$ cat config.mk
export PLATFORM = sky130hd
export DESIGN_NAME = gpm_port
export DESIGN_NICKNAME = d
export VERILOG_FILES = /design/src/logic/gpm_sync.v /design/src/logic/gpm_port.v
export VERILOG_INCLUDE_DIRS = /design/src /design/src/logic
export SDC_FILE = /design/constraint.sdc
export NUM_CORES = 1
export LEC_CHECK = 0
export ABC_AREA = 1
export BUFFER_PORTS_ARGS = -buffer_cell sky130_fd_sc_hd__buf_2
export CAP_MARGIN = 10
export CELL_PAD_IN_SITES_DETAIL_PLACEMENT = 1
export CELL_PAD_IN_SITES_GLOBAL_PLACEMENT = 1
export CORE_UTILIZATION = 30
export CTS_BUF_LIST = sky130_fd_sc_hd__clkbuf_16
export CTS_CLUSTER_DIAMETER = 200
export DETAILED_ROUTE_END_ITERATION = 8
export PLACE_DENSITY = 0.79
export SYNTH_ARGS = -nofsm -noshare
export SYNTH_HDL_FRONTEND = slang
export SYNTH_HIERARCHICAL = 1
export SYNTH_SLANG_ARGS = --single-unit
$ cat constraint.sdc
create_clock -name CLK -period 1.4 [get_ports CLK]
set_clock_uncertainty 0.05 [all_clocks]
set_input_delay 0.14 -clock CLK [delete_from_list [all_inputs] [get_ports CLK]]
set_output_delay 0.14 -clock CLK [all_outputs]
set_load 0.05 [all_outputs]
$ cat src/logic/gpm_defines.vh
// Register offsets, field values and bus widths for the GPIO port block
`ifndef GPM_DEFINES_VH
`define GPM_DEFINES_VH

// APB address and data widths
`define GPM_ADDR_W 12
`define GPM_DATA_W 32
`define GPM_STRB_W 4
`define GPM_BYTE_W 8

// Register byte offsets, one aligned word each
`define GPM_OFF_DIR 12'h000
`define GPM_OFF_VAL 12'h004
`define GPM_OFF_LAT 12'h008
`define GPM_OFF_ACFG 12'h00c
`define GPM_OFF_OWN 12'h010

// Field meanings
`define GPM_DIR_INPUT 1'b1
`define GPM_DIR_OUTPUT 1'b0
`define GPM_ACFG_DIGITAL 1'b1
`define GPM_ACFG_ANALOG 1'b0

// Reset values of single bits
`define GPM_LAT_RST 1'b0
`define GPM_ACFG_RST 1'b0
`define GPM_BIT_ZERO 1'b0
`define GPM_BIT_ONE 1'b1

// Synchroniser depth reset level
`define GPM_SYNC_RST 1'b0

`endif

$ cat src/logic/gpm_sync.v
// Two-flop synchroniser for a vector of pin levels
`timescale 1ns/100ps
`default_nettype none
`include "gpm_defines.vh"

module gpm_sync #(
  parameter W = 16
) (
  input wire CLK,
  input wire SRST,
  input wire [W-1:0] D,
  output wire [W-1:0] Q
);

  reg [W-1:0] meta_reg;
  reg [W-1:0] sync_reg;

  // First stage feeds only the second stage; nothing else looks at it
  always @(posedge CLK) begin
    if (SRST) begin
      meta_reg <= {W{`GPM_SYNC_RST}};
      sync_reg <= {W{`GPM_SYNC_RST}};
    end else begin
      meta_reg <= D;
      sync_reg <= meta_reg;
    end
  end

  assign Q = sync_reg;

endmodule
`default_nettype wire

$ cat src/logic/gpm_port.v
// GPIO port with direction, pin value, latch and peripheral output muxing
//
// The placing of the registers and the APB slave port were left to the implementer.
`timescale 1ns/100ps
`default_nettype none
`include "gpm_defines.vh"

module gpm_port #(
  parameter N = 16,
  parameter NP = 2,
  parameter [N-1:0] IMPL_MASK = {N{1'b1}},
  parameter [N-1:0] ANALOG_MASK = {N{1'b0}},
  parameter [NP-1:0] PER_TAKES_PIN = {{(NP-1){1'b0}}, 1'b1}
) (
  // Clock and reset
  input wire CLK,
  input wire SRST,
  // APB slave
  input wire PSEL,
  input wire PENABLE,
  input wire PWRITE,
  input wire [`GPM_ADDR_W-1:0] PADDR,
  input wire [`GPM_DATA_W-1:0] PWDATA,
  input wire [`GPM_STRB_W-1:0] PSTRB,
  output reg [`GPM_DATA_W-1:0] PRDATA,
  output reg PREADY,
  output reg PSLVERR,
  // Pad side
  input wire [N-1:0] PIN_I,
  output reg [N-1:0] PIN_O,
  output reg [N-1:0] PIN_OE,
  // Peripheral side, bit p*N+i is peripheral p on pin i
  input wire [NP*N-1:0] PER_EN,
  input wire [NP*N-1:0] PER_OUT,
  input wire [NP*N-1:0] PER_OE,
  output reg [N-1:0] PER_IN
);

  // Timing seen from outside the block:
  //   every APB access has one wait state; ready stands one cycle
  //   a register write reaches the pads one edge after it lands
  //   a pad change shows in a pin read three edges later
  //   peripheral inputs lag the pad by three edges
  // Ownership: only peripherals flagged in PER_TAKES_PIN can take a
  // pad; the lowest index among the enabled ones wins
  // Input-only functions never take the pad, so software can drive
  // them from the latch with the pin set as output
  // Limitation: a read-modify-write on the pin value register copies
  // the sampled input levels into the latch; the latch register is the
  // safe target for bit updates
  // Trade-off: the two-flop synchroniser costs latency on every pin read
  // but keeps a changing pad from reaching several flops unevenly

  reg [N-1:0] dir_reg;
  reg [N-1:0] lat_reg;
  reg [N-1:0] acfg_reg;
  reg [N-1:0] dir_next;
  reg [N-1:0] lat_next;
  reg [N-1:0] acfg_next;
  reg [N-1:0] pin_o_next;
  reg [N-1:0] pin_oe_next;
  reg [N-1:0] own_reg;
  reg [`GPM_DATA_W-1:0] rdata_next;
  reg dec_err;

  wire [N-1:0] pin_sync;
  wire [N-1:0] dig_mask;
  wire [N-1:0] pin_read;
  wire [N-1:0] owned;
  wire [N-1:0] per_o;
  wire [N-1:0] per_oe;
  wire [`GPM_DATA_W-1:0] wmask_full;
  wire [N-1:0] wmask;
  wire [N-1:0] wdata;
  wire acc_start;
  wire acc_done;
  wire wr_go;
  wire hit_dir;
  wire hit_val;
  wire hit_lat;
  wire hit_acfg;
  wire wr_dir;
  wire wr_lat;
  wire wr_acfg;
  wire [N-1:0] dir_merge;
  wire [N-1:0] lat_merge;
  wire [N-1:0] acfg_merge;

  // Pins are brought into the clock domain before any reader sees them
  gpm_sync #(
    .W(N)
  ) u_sync (
    .CLK(CLK),
    .SRST(SRST),
    .D(PIN_I),
    .Q(pin_sync)
  );

  // Digital only where implemented and, on converter pins, configured digital
  assign dig_mask = IMPL_MASK &
                    (~ANALOG_MASK | acfg_reg);

  // Pin read path stays live even when a peripheral owns the pin
  assign pin_read = pin_sync & dig_mask;

  // Byte strobes expand into a bit mask; only the low N bits matter
  genvar b;
  generate
    for (b = 0; b < `GPM_STRB_W; b = b + 1) begin : g_strb
      assign wmask_full[b*`GPM_BYTE_W +: `GPM_BYTE_W] =
        {`GPM_BYTE_W{PSTRB[b]}};
    end
  endgenerate

  assign wmask = wmask_full[N-1:0];

  // Write data bits above N have no register behind them
  assign wdata = PWDATA[N-1:0];

  // Address decode on the full word offset
  assign hit_dir = (PADDR == `GPM_OFF_DIR);
  assign hit_val = (PADDR == `GPM_OFF_VAL);
  assign hit_lat = (PADDR == `GPM_OFF_LAT);
  assign hit_acfg = (PADDR == `GPM_OFF_ACFG);

  // One wait state: the first access cycle prepares, the second completes
  assign acc_start = PSEL & PENABLE & ~PREADY;
  assign acc_done = PSEL & PENABLE & PREADY;
  assign wr_go = acc_done & PWRITE & ~PSLVERR;

  // Decode error: unmapped offset, or a write to the read-only owner word
  always @* begin
    dec_err = 1'b0;
    case (PADDR)
      `GPM_OFF_DIR,
      `GPM_OFF_VAL,
      `GPM_OFF_LAT,
      `GPM_OFF_ACFG: begin
        dec_err = 1'b0;
      end
      `GPM_OFF_OWN: begin
        dec_err = PWRITE;
      end
      default: begin
        dec_err = 1'b1;
      end
    endcase
  end

  // Per-pin ownership: scan lowest priority first so index 0 wins last
  genvar i;
  generate
    for (i = 0; i < N; i = i + 1) begin : g_pin
      reg own_c;
      reg o_c;
      reg oe_c;
      integer p;
      always @* begin
        own_c = 1'b0;
        o_c = 1'b0;
        oe_c = 1'b0;
        for (p = NP - 1; p >= 0; p = p - 1) begin
          // Input-only functions are ignored here and never take the driver
          if (PER_EN[p*N+i] && PER_TAKES_PIN[p]) begin
            own_c = 1'b1;
            o_c = PER_OUT[p*N+i];
            oe_c = PER_OE[p*N+i];
          end
        end
      end
      assign owned[i] = own_c;
      assign per_o[i] = o_c;
      assign per_oe[i] = oe_c;
    end
  endgenerate

  // Write strobes; a refused access never reaches them
  assign wr_dir = wr_go & hit_dir;
  assign wr_lat = wr_go & (hit_val | hit_lat);
  assign wr_acfg = wr_go & hit_acfg;

  // Byte-lane merge: lanes with a low strobe keep their old bits
  assign dir_merge = (wdata & wmask) | (dir_reg & ~wmask);
  assign lat_merge = (wdata & wmask) | (lat_reg & ~wmask);
  assign acfg_merge = (wdata & wmask) | (acfg_reg & ~wmask);

  // Register write path; unimplemented bits are held at zero
  always @* begin
    dir_next = dir_reg;
    lat_next = lat_reg;
    acfg_next = acfg_reg;
    if (wr_dir) begin
      dir_next = dir_merge & IMPL_MASK;
    end
    // A pin value write goes into the latch only; software doing a
    // read-modify-write here copies sampled input levels into the latch
    if (wr_lat) begin
      lat_next = lat_merge & IMPL_MASK;
    end
    // Only converter-shared pins have a configuration bit
    if (wr_acfg) begin
      acfg_next = acfg_merge & ANALOG_MASK;
    end
  end

  // Pin driver selection, registered so pins never see decode glitches
  always @* begin
    pin_o_next = {N{`GPM_BIT_ZERO}};
    pin_oe_next = {N{`GPM_BIT_ZERO}};
    begin : pin_sel
      integer k;
      for (k = 0; k < N; k = k + 1) begin
        if (!dig_mask[k]) begin
          // Disabled or analog pins are never driven
          pin_o_next[k] = `GPM_BIT_ZERO;
          pin_oe_next[k] = `GPM_BIT_ZERO;
        end else if (owned[k]) begin
          // Peripheral data and enable replace the port's own
          pin_o_next[k] = per_o[k];
          pin_oe_next[k] = per_oe[k];
        end else begin
          pin_o_next[k] = lat_reg[k];
          pin_oe_next[k] = (dir_reg[k] == `GPM_DIR_OUTPUT);
        end
      end
    end
  end

  // Read data multiplexer; bits above N always read zero
  always @* begin
    rdata_next = {`GPM_DATA_W{1'b0}};
    case (PADDR)
      `GPM_OFF_DIR: begin
        rdata_next[N-1:0] = dir_reg & IMPL_MASK;
      end
      `GPM_OFF_VAL: begin
        rdata_next[N-1:0] = pin_read;
      end
      `GPM_OFF_LAT: begin
        rdata_next[N-1:0] = lat_reg & IMPL_MASK;
      end
      `GPM_OFF_ACFG: begin
        rdata_next[N-1:0] = acfg_reg;
      end
      `GPM_OFF_OWN: begin
        rdata_next[N-1:0] = own_reg;
      end
      default: begin
        rdata_next = {`GPM_DATA_W{1'b0}};
      end
    endcase
  end

  // Direction: every implemented pin comes out of reset as an input
  always @(posedge CLK) begin
    if (SRST) begin
      dir_reg <= IMPL_MASK & {N{`GPM_DIR_INPUT}};
    end else begin
      dir_reg <= dir_next;
    end
  end

  // Output latch; cleared so a pin turned output starts low
  always @(posedge CLK) begin
    if (SRST) begin
      lat_reg <= {N{`GPM_LAT_RST}};
    end else begin
      lat_reg <= lat_next;
    end
  end

  // Analog configuration; converter pins start analog, never driven
  always @(posedge CLK) begin
    if (SRST) begin
      acfg_reg <= {N{`GPM_ACFG_RST}};
    end else begin
      acfg_reg <= acfg_next;
    end
  end

  // Pin drive, peripheral input copy and ownership status
  always @(posedge CLK) begin
    if (SRST) begin
      PIN_O <= {N{`GPM_BIT_ZERO}};
      PIN_OE <= {N{`GPM_BIT_ZERO}};
      PER_IN <= {N{`GPM_BIT_ZERO}};
      own_reg <= {N{`GPM_BIT_ZERO}};
    end else begin
      PIN_O <= pin_o_next;
      PIN_OE <= pin_oe_next;
      // Peripherals hear the pin itself, so with the port as output the
      // latch reaches an input-only function through the pad
      PER_IN <= pin_read;
      own_reg <= owned & dig_mask;
    end
  end

  // APB handshake: ready one cycle into the access phase, then drop
  always @(posedge CLK) begin
    if (SRST) begin
      PREADY <= 1'b0;
      PSLVERR <= 1'b0;
    end else if (acc_start) begin
      PREADY <= 1'b1;
      PSLVERR <= dec_err;
    end else begin
      PREADY <= 1'b0;
      PSLVERR <= 1'b0;
    end
  end

  // Read data is captured with ready and held until the next answer;
  // writes and refused reads return zero so stale data never leaks out
  always @(posedge CLK) begin
    if (SRST) begin
      PRDATA <= {`GPM_DATA_W{1'b0}};
    end else if (acc_start) begin
      if (!PWRITE && !dec_err) begin
        PRDATA <= rdata_next;
      end else begin
        PRDATA <= {`GPM_DATA_W{1'b0}};
      end
    end
  end

endmodule
`default_nettype wire

==> flow_summary.json, run 1 <==
{
  "hold_ws_ns": 0.01755,
  "drtIter0Drc": 206,
  "syn-instance-count": 706,
  "core_um2": 18090,
  "io_pins": 247,
  "synth_top_area_frac": 0.5242,
  "rows": 49,
  "ys_top_cells_by_area": "dfxtp_1 (52%), nand3_1 (7.5%), nand2_1 (6.9%), nor2_1 (6.2%), inv_1 (5.7%)",
  "crit_path_end_kind": "flop",
  "die_area_um2": 19130,
  "vdd_drop_max_mv": 0.7706,
  "cts_buffer_depth": 2,
  "fin_crit_sh": 1.014,
  "die_w_um": 138.3,
  "clk_latency_ns": 0.42,
  "path_clk_slew_ns": 0.06,
  "grt_overflow_total": 0,
  "synth_top_family_by_area": "simple AND/OR/NAND/NOR gates",
  "path_class": "reg -> reg",
  "cp.required_ns": 1.66,
  "synth_compound_area_frac": 0.1102,
  "routedWlPerCell_um": 16.20,
  "power_density_nw_per_um2": 1174,
  "cp_max_fo": 8,
  "cts_root_buf": "clkbuf_16",
  "antenna_found_initial": 0,
  "synth_top_area_cell": "dfxtp_1",
  "ff2ff_setup_slack_ns": -0.02,
  "crit-reg2reg-launch": "PREADY$_SDFF_PP0_",
  "slew_viol_final": 0,
  "crit_start": "PREADY$_SDFF_PP0_",
  "antenna_cells": 0,
  "synth_mux_area_frac": 0,
  "max_freq_mhz": 704.3,
  "async_flop_share": 0,
  "layout_setup_ws_ns": -0.01979,
  "wl_um": 19630,
  "synthAdderAreaFrac": 0,
  "pre_cts_slack_ns": -0.2281,
  "grt_pass1_vias": 6079,
  "drt_pass1_iterations": 8,
  "crit_chain": "nand2_4 > nor3_4 > buf_4 > nand3_4 > buf_12 > o21ai_4 > a21oi_2",
  "syn_area_um2": 5575,
  "critPathArrivalTime_ns": 1.68,
  "cp.depth": 7,
  "grt_max_degree": 49,
  "start_kind": "flop",
  "drt-vias-per-instance": 4.599,
  "seq_area_frac_synth": 0.5242,
  "slowest_stage": "dfxtp_4",
  "outcome": "finished with violations",
  "slowest_delay_ns": 0.36,
  "die_h_um": 138.3,
  "yosys_warnings": 6,
  "drc": 28,
  "nNetsFinal": 1135,
  "regArea_um2": 2928,
  "r2r_cells": 7,
  "yosys.area_share.simple": 0.2491,
  "p_leak_nw": 3.926,
  "cts_buffers": 17,
  "vias": 5574,
  "violations": "design-rule violations, negative setup slack",
  "port_buffers": 164,
  "post-route-min-period_ns": 1.420,
  "hp-class": "in -> reg",
  "finalHoldViolations": 0,
  "drt.antenna.violating_nets": 0,
  "cts_tree": "built",
  "synth_ff_type": "dfxtp_1",
  "maxCapViolCount": 0,
  "grt_setup_unrepaired": "yes",
  "grt_pass1_wl_um": 31570,
  "avgSynthCellArea_um2": 7.897,
  "n_fill_cell": 2168,
  "initial_core_util": 0.3083,
  "gp_congestion": 0.8045,
  "synth_edf_count": 0,
  "crit_buf_inv": 2,
  "track_usage": 0.2139,
  "holdPathStages": 3,
  "multiInputGateArea_um2": 2163,
  "synthXorXnorAreaFrac": 0,
  "final_core_util": 0.4604,
  "cts.sinks": 146,
  "setup_viol": 3,
  "dp_hpwl_um": 12810,
  "drive_above_1_share": 0.2930,
  "cpLargestDelayFamily": "simple AND/OR/NAND/NOR gates",
  "synth.distinct_cells": 27,
  "synth_seq_cells": 146,
  "synthToLayoutAreaGrowth_pct": 49.35,
  "h-tree-depth": 4
}
==> worst min-delay path by stage <==
stage | start | endpoint | slack (ns)
after floorplan | SRST | PREADY$_SDFF_PP0_ | 0.16
after global placement | PIN_I[15] | u_sync/meta_reg[15]$_SDFF_PP0_ | 0.29
after detailed placement | PIN_I[2] | u_sync/meta_reg[2]$_SDFF_PP0_ | 0.30
after CTS | PWRITE | PSLVERR$_SDFF_PP0_ | 0.005
after global routing | PWRITE | PSLVERR$_SDFF_PP0_ | 0.01
final | PER_OUT[11] | PIN_O[11]$_SDFF_PP0_ | 0.02
==> cell type report <==
| class | count | area share |
|---|---|---|
| Timing Repair Buffer | 275 | 0.2428 |
| Clock inverter | 14 | 0.01367 |
| Sequential cell | 146 | 0.3516 |
| Tap cell | 229 | 0.03441 |
| Clock buffer | 18 | 0.05409 |
| Multi-Input combinational cell | 437 | 0.2598 |
| Inverter | 93 | 0.04358 |
==> synth_stat cells, types with 2 or more instances <==
master    number
inv_1         85
buf_2          9
nor2_2        11
nand2_1      103
buf_6          7
buf_4         17
a21oi_1       54
nor2_1        92
clkinv_1       2
clkbuf_1       9
nand3_2        4
o21ai_1        4
a21oi_2       10
nand2_2        4
dfxtp_1      146
o21ai_0       44
buf_1          3
nor3_1         2
inv_2          6
nor2_4         5
nand3_1       83
==> kinds of logic after synthesis <==
| kind of cell | Yosys count |
|---|---|
| DFF | 146 |
| buffers and inverters | 138 |
| AOI/OAI and AO/OA | 114 |
| other | 1 |
| and+or+nand+nor | 307 |
==> metrics by stage <==
stage               total power [mW]   TNS, ns  area [um2]  cells
finish                         9.776  -0.03693        8327   1212
CTS                            9.817   -0.8194        8293   1212
global placement               5.288    -6.310        6804   1097
detailed placement             5.311    -8.482        6804   1097
floorplan                      5.005         0        5643    721
global route                   10.15   -0.7498        8327   1212
==> worst register-to-register path, stage by stage (launching register included) <==
cell	delay (ns)
dfxtp_4	0.36
nand2_4	0.05
nor3_4	0.21
buf_4	0.17
nand3_4	0.11
buf_12	0.18
o21ai_4	0.15
a21oi_2	0.04
==> placed cells by master, fill, tap and decap left out, drive strengths merged <==
cell and n:
o21ai 49, nand2 108, clkbuf 18, clkinv 9, nand3 87, inv 93
a21oi 64, buf 195, bufinv 1, nor2 109, clkinvlp 4, conb 16
dfxtp 146, a21boi 1, nor3 3, dlygate4sd3 80
==> what timing repair did <==
| item | in CTS | in global routing |
|---|---|---|
| setup endpoints to repair | 17 | 46 |
| hold endpoints to repair | 95 | 0 |
| resized for setup | 35 | 8 |
| pin swaps | 3 | 3 |
| gates cloned | 2 | 0 |
| hold buffers | 80 | 0 |
| buffers inserted | 1 | 0 |
==> layer usage <==
| metal | vias to the layer above | global-route usage | share of wire |
|---|---|---|---|
| met5 | - | 0 | 0 |
| li1 | 2727 | - | - |
| met2 | 165 | 0.3978 | 0.53 |
| met1 | 2644 | 0.2349 | 0.40 |
| met3 | 38 | 0.04711 | 0.044 |
| met4 | 0 | 0.08457 | 0.023 |
==> power by group <==
part	total, mW	switching (mW)	internal (mW)
Combinational	1.11	0.701	0.410
Sequential	4.34	0.0492	4.29
Clock	4.33	1.80	2.53
Total	9.78	2.55	7.23
(Power assumes the default switching activity.)
==> run 2: changes to the inputs <==
Settings changed: CORE_MARGIN from default to 4, CORE_UTILIZATION 30 to 33, PLACE_DENSITY 0.79 to 0.83, RECOVER_POWER from default to 50.
Clock period 1.4 ns to 1.5 ns, I/O delays scaled along.
==> run 2 against run 1 <==
Effect of this change: the flow now finishes without violations; via count fell by 1.2%; count of clock-buffer cells in the layout fell by 1; hold slack got worse by 0.0076 ns; non-clock buffer count fell by 11; worst setup slack improved by 0.065 ns; register-to-register slack improved by 0.13 ns; sequential share of layout area rose by 0.71 points; clock power rose by 7.4%; first-iteration DRC count rose by 15%; sequential power fell by 6.7%.
==> flow_summary.json, run 2 (synthesis results as in run 1) <==
{
  "drt-vias-per-instance": 4.611,
  "crit_path_end_kind": "flop",
  "slew_viol_final": 0,
  "crit_start": "PER_EN[6]",
  "tns_ns": 0,
  "synthToLayoutAreaGrowth_pct": 46.18,
  "nNetsFinal": 1124,
  "die_h_um": 138.0,
  "crit_buf_inv": 4,
  "place_area_um2": 6678,
  "gp_congestion": 0.8662,
  "track_usage": 0.2139,
  "dp_hpwl_um": 12710,
  "initial_core_util": 0.3362,
  "vias": 5506,
  "core_um2": 16580,
  "port_buffers": 164,
  "vdd_drop_max_mv": 0.7856,
  "pre_cts_slack_ns": -0.1898,
  "multiInputGateArea_um2": 2071,
  "post_cts.repair.setup_buffers": 0,
  "cp_max_fo": 5,
  "io_pins": 247,
  "n_fill_cell": 2056,
  "fin_crit_sh": 0.9700,
  "die_area_um2": 19040,
  "cts.sinks": 146,
  "rows": 47,
  "hp-class": "in -> reg",
  "dp_cells": 1079,
  "design_area_um2": 8150,
  "hold_ws_ns": 0.009976,
  "drtIter0Drc": 237,
  "final_common_cell": "buf_2",
  "antenna_found_initial": 2,
  "power_density_nw_per_um2": 1189,
  "regArea_um2": 2924,
  "grt_max_degree": 65,
  "crit-reg2reg-launch": "PREADY$_SDFF_PP0_",
  "clk_latency_ns": 0.42,
  "p_leak_nw": 3.857,
  "start_kind": "input port",
  "drive_above_1_share": 0.2665,
  "max_freq_mhz": 687.3,
  "grt_pass1_wl_um": 30750,
  "cp.depth": 6,
  "cts_tree": "built",
  "maxCapViolCount": 0,
  "cts_root_buf": "clkbuf_16",
  "layout_common_cells": "buf_2 (151), dfxtp_1 (145), nand2_1 (103)",
  "drt.antenna.violating_nets": 0,
  "drt_pass1_iterations": 4,
  "path_clk_slew_ns": 0.07,
  "layout_setup_ws_ns": 0.04495,
  "path_class": "in -> reg",
  "endpoint": "PIN_O[6]$_SDFF_PP0_",
  "die_w_um": 138.0,
  "holdPathStages": 3,
  "drc": 0,
  "critPathArrivalTime_ns": 1.76,
  "stdcell_count": 1194,
  "finalHoldViolations": 0,
  "setup_viol": 0,
  "routedWlPerCell_um": 16.72,
  "slowest_delay_ns": 0.61,
  "cts_buffers": 17,
  "worst_path_most_repeated_cell": "dlygate4sd3_1",
  "outcome": "completed",
  "cts_buffer_depth": 2,
  "crit_chain": "dlygate4sd3_1 > buf_2 > inv_2 > o21ai_0 > a21oi_1 > dlygate4sd3_1",
  "wl_um": 19960,
  "grt_pass1_vias": 5898,
  "power.total_mw": 9.693,
  "r2r_cells": 7,
  "ff2ff_setup_slack_ns": 0.11,
  "post-route-min-period_ns": 1.455,
  "grt_setup_unrepaired": "no",
  "h-tree-depth": 4,
  "grt_overflow_total": 0,
  "cpLargestDelayFamily": "buffers and inverters",
  "slowest_stage": "dlygate4sd3_1",
  "final_core_util": 0.4915,
  "cp.required_ns": 1.81,
  "hold_start": "PER_OE[9]"
}
-- run 2: cell count changes in the layout (fill, tap and decap cells not counted), sizes merged --
cell / change
clkbuf: +11
diode: +2
buf: -24
dlygate4sd3: +1
clkinv: -5
bufinv: +4
inv: +2
-- run 2: layer usage --
layer,routed length [um],up-vias,track usage,part of all wire
met4,603,0,0.09221,0.030
met1,7563,2581,0.2253,0.38
li1,-,2702,-,-
met2,10600,176,0.3994,0.53
met3,1190,47,0.05588,0.060
met5,0,-,0,0
-- run 2: cell type report --
| class | instances | area share |
|---|---|---|
| Timing Repair Buffer | 264 | 0.2307 |
| Multi-Input combinational cell | 437 | 0.2541 |
| Clock inverter | 15 | 0.02640 |
| Sequential cell | 146 | 0.3588 |
| Tap cell | 220 | 0.03377 |
| Clock buffer | 17 | 0.05220 |
| Antenna cell | 2 | 0.0006141 |
| Inverter | 93 | 0.04344 |
-- run 2: timing repair --
item                                   4_1_cts  5_1_grt
hold buffers                                81        0
gates resized for setup                      0        6
endpoints found under the hold margin       91        0
setup endpoints to repair                    0       22
-- run 2: where the power goes --
part | switching [mW] | internal, mW | total [mW]
clock | 1.71 | 2.94 | 4.65
sequential | 0.0467 | 4.00 | 4.05
combinational | 0.635 | 0.359 | 0.994
total | 2.39 | 7.30 | 9.69
-- run 2: how the worst min path moves through the flow --
stage,endpoint,slack (ns)
floorplan,u_sync/meta_reg[13]$_SDFF_PP0_,0.17
finish,PIN_OE[9]$_SDFF_PP0_,0.01
detailed placement,u_sync/meta_reg[8]$_SDFF_PP0_,0.31
global route,PIN_OE[9]$_SDFF_PP0_,0.02
CTS,PIN_O[11]$_SDFF_PP0_,0.02
global placement,u_sync/meta_reg[11]$_SDFF_PP0_,0.30
-- run 2: tightest hold or removal path: stages --
cell and delay [ns]:
buf_2 0.07, o21ai_0 0.10, a21oi_1 0.12
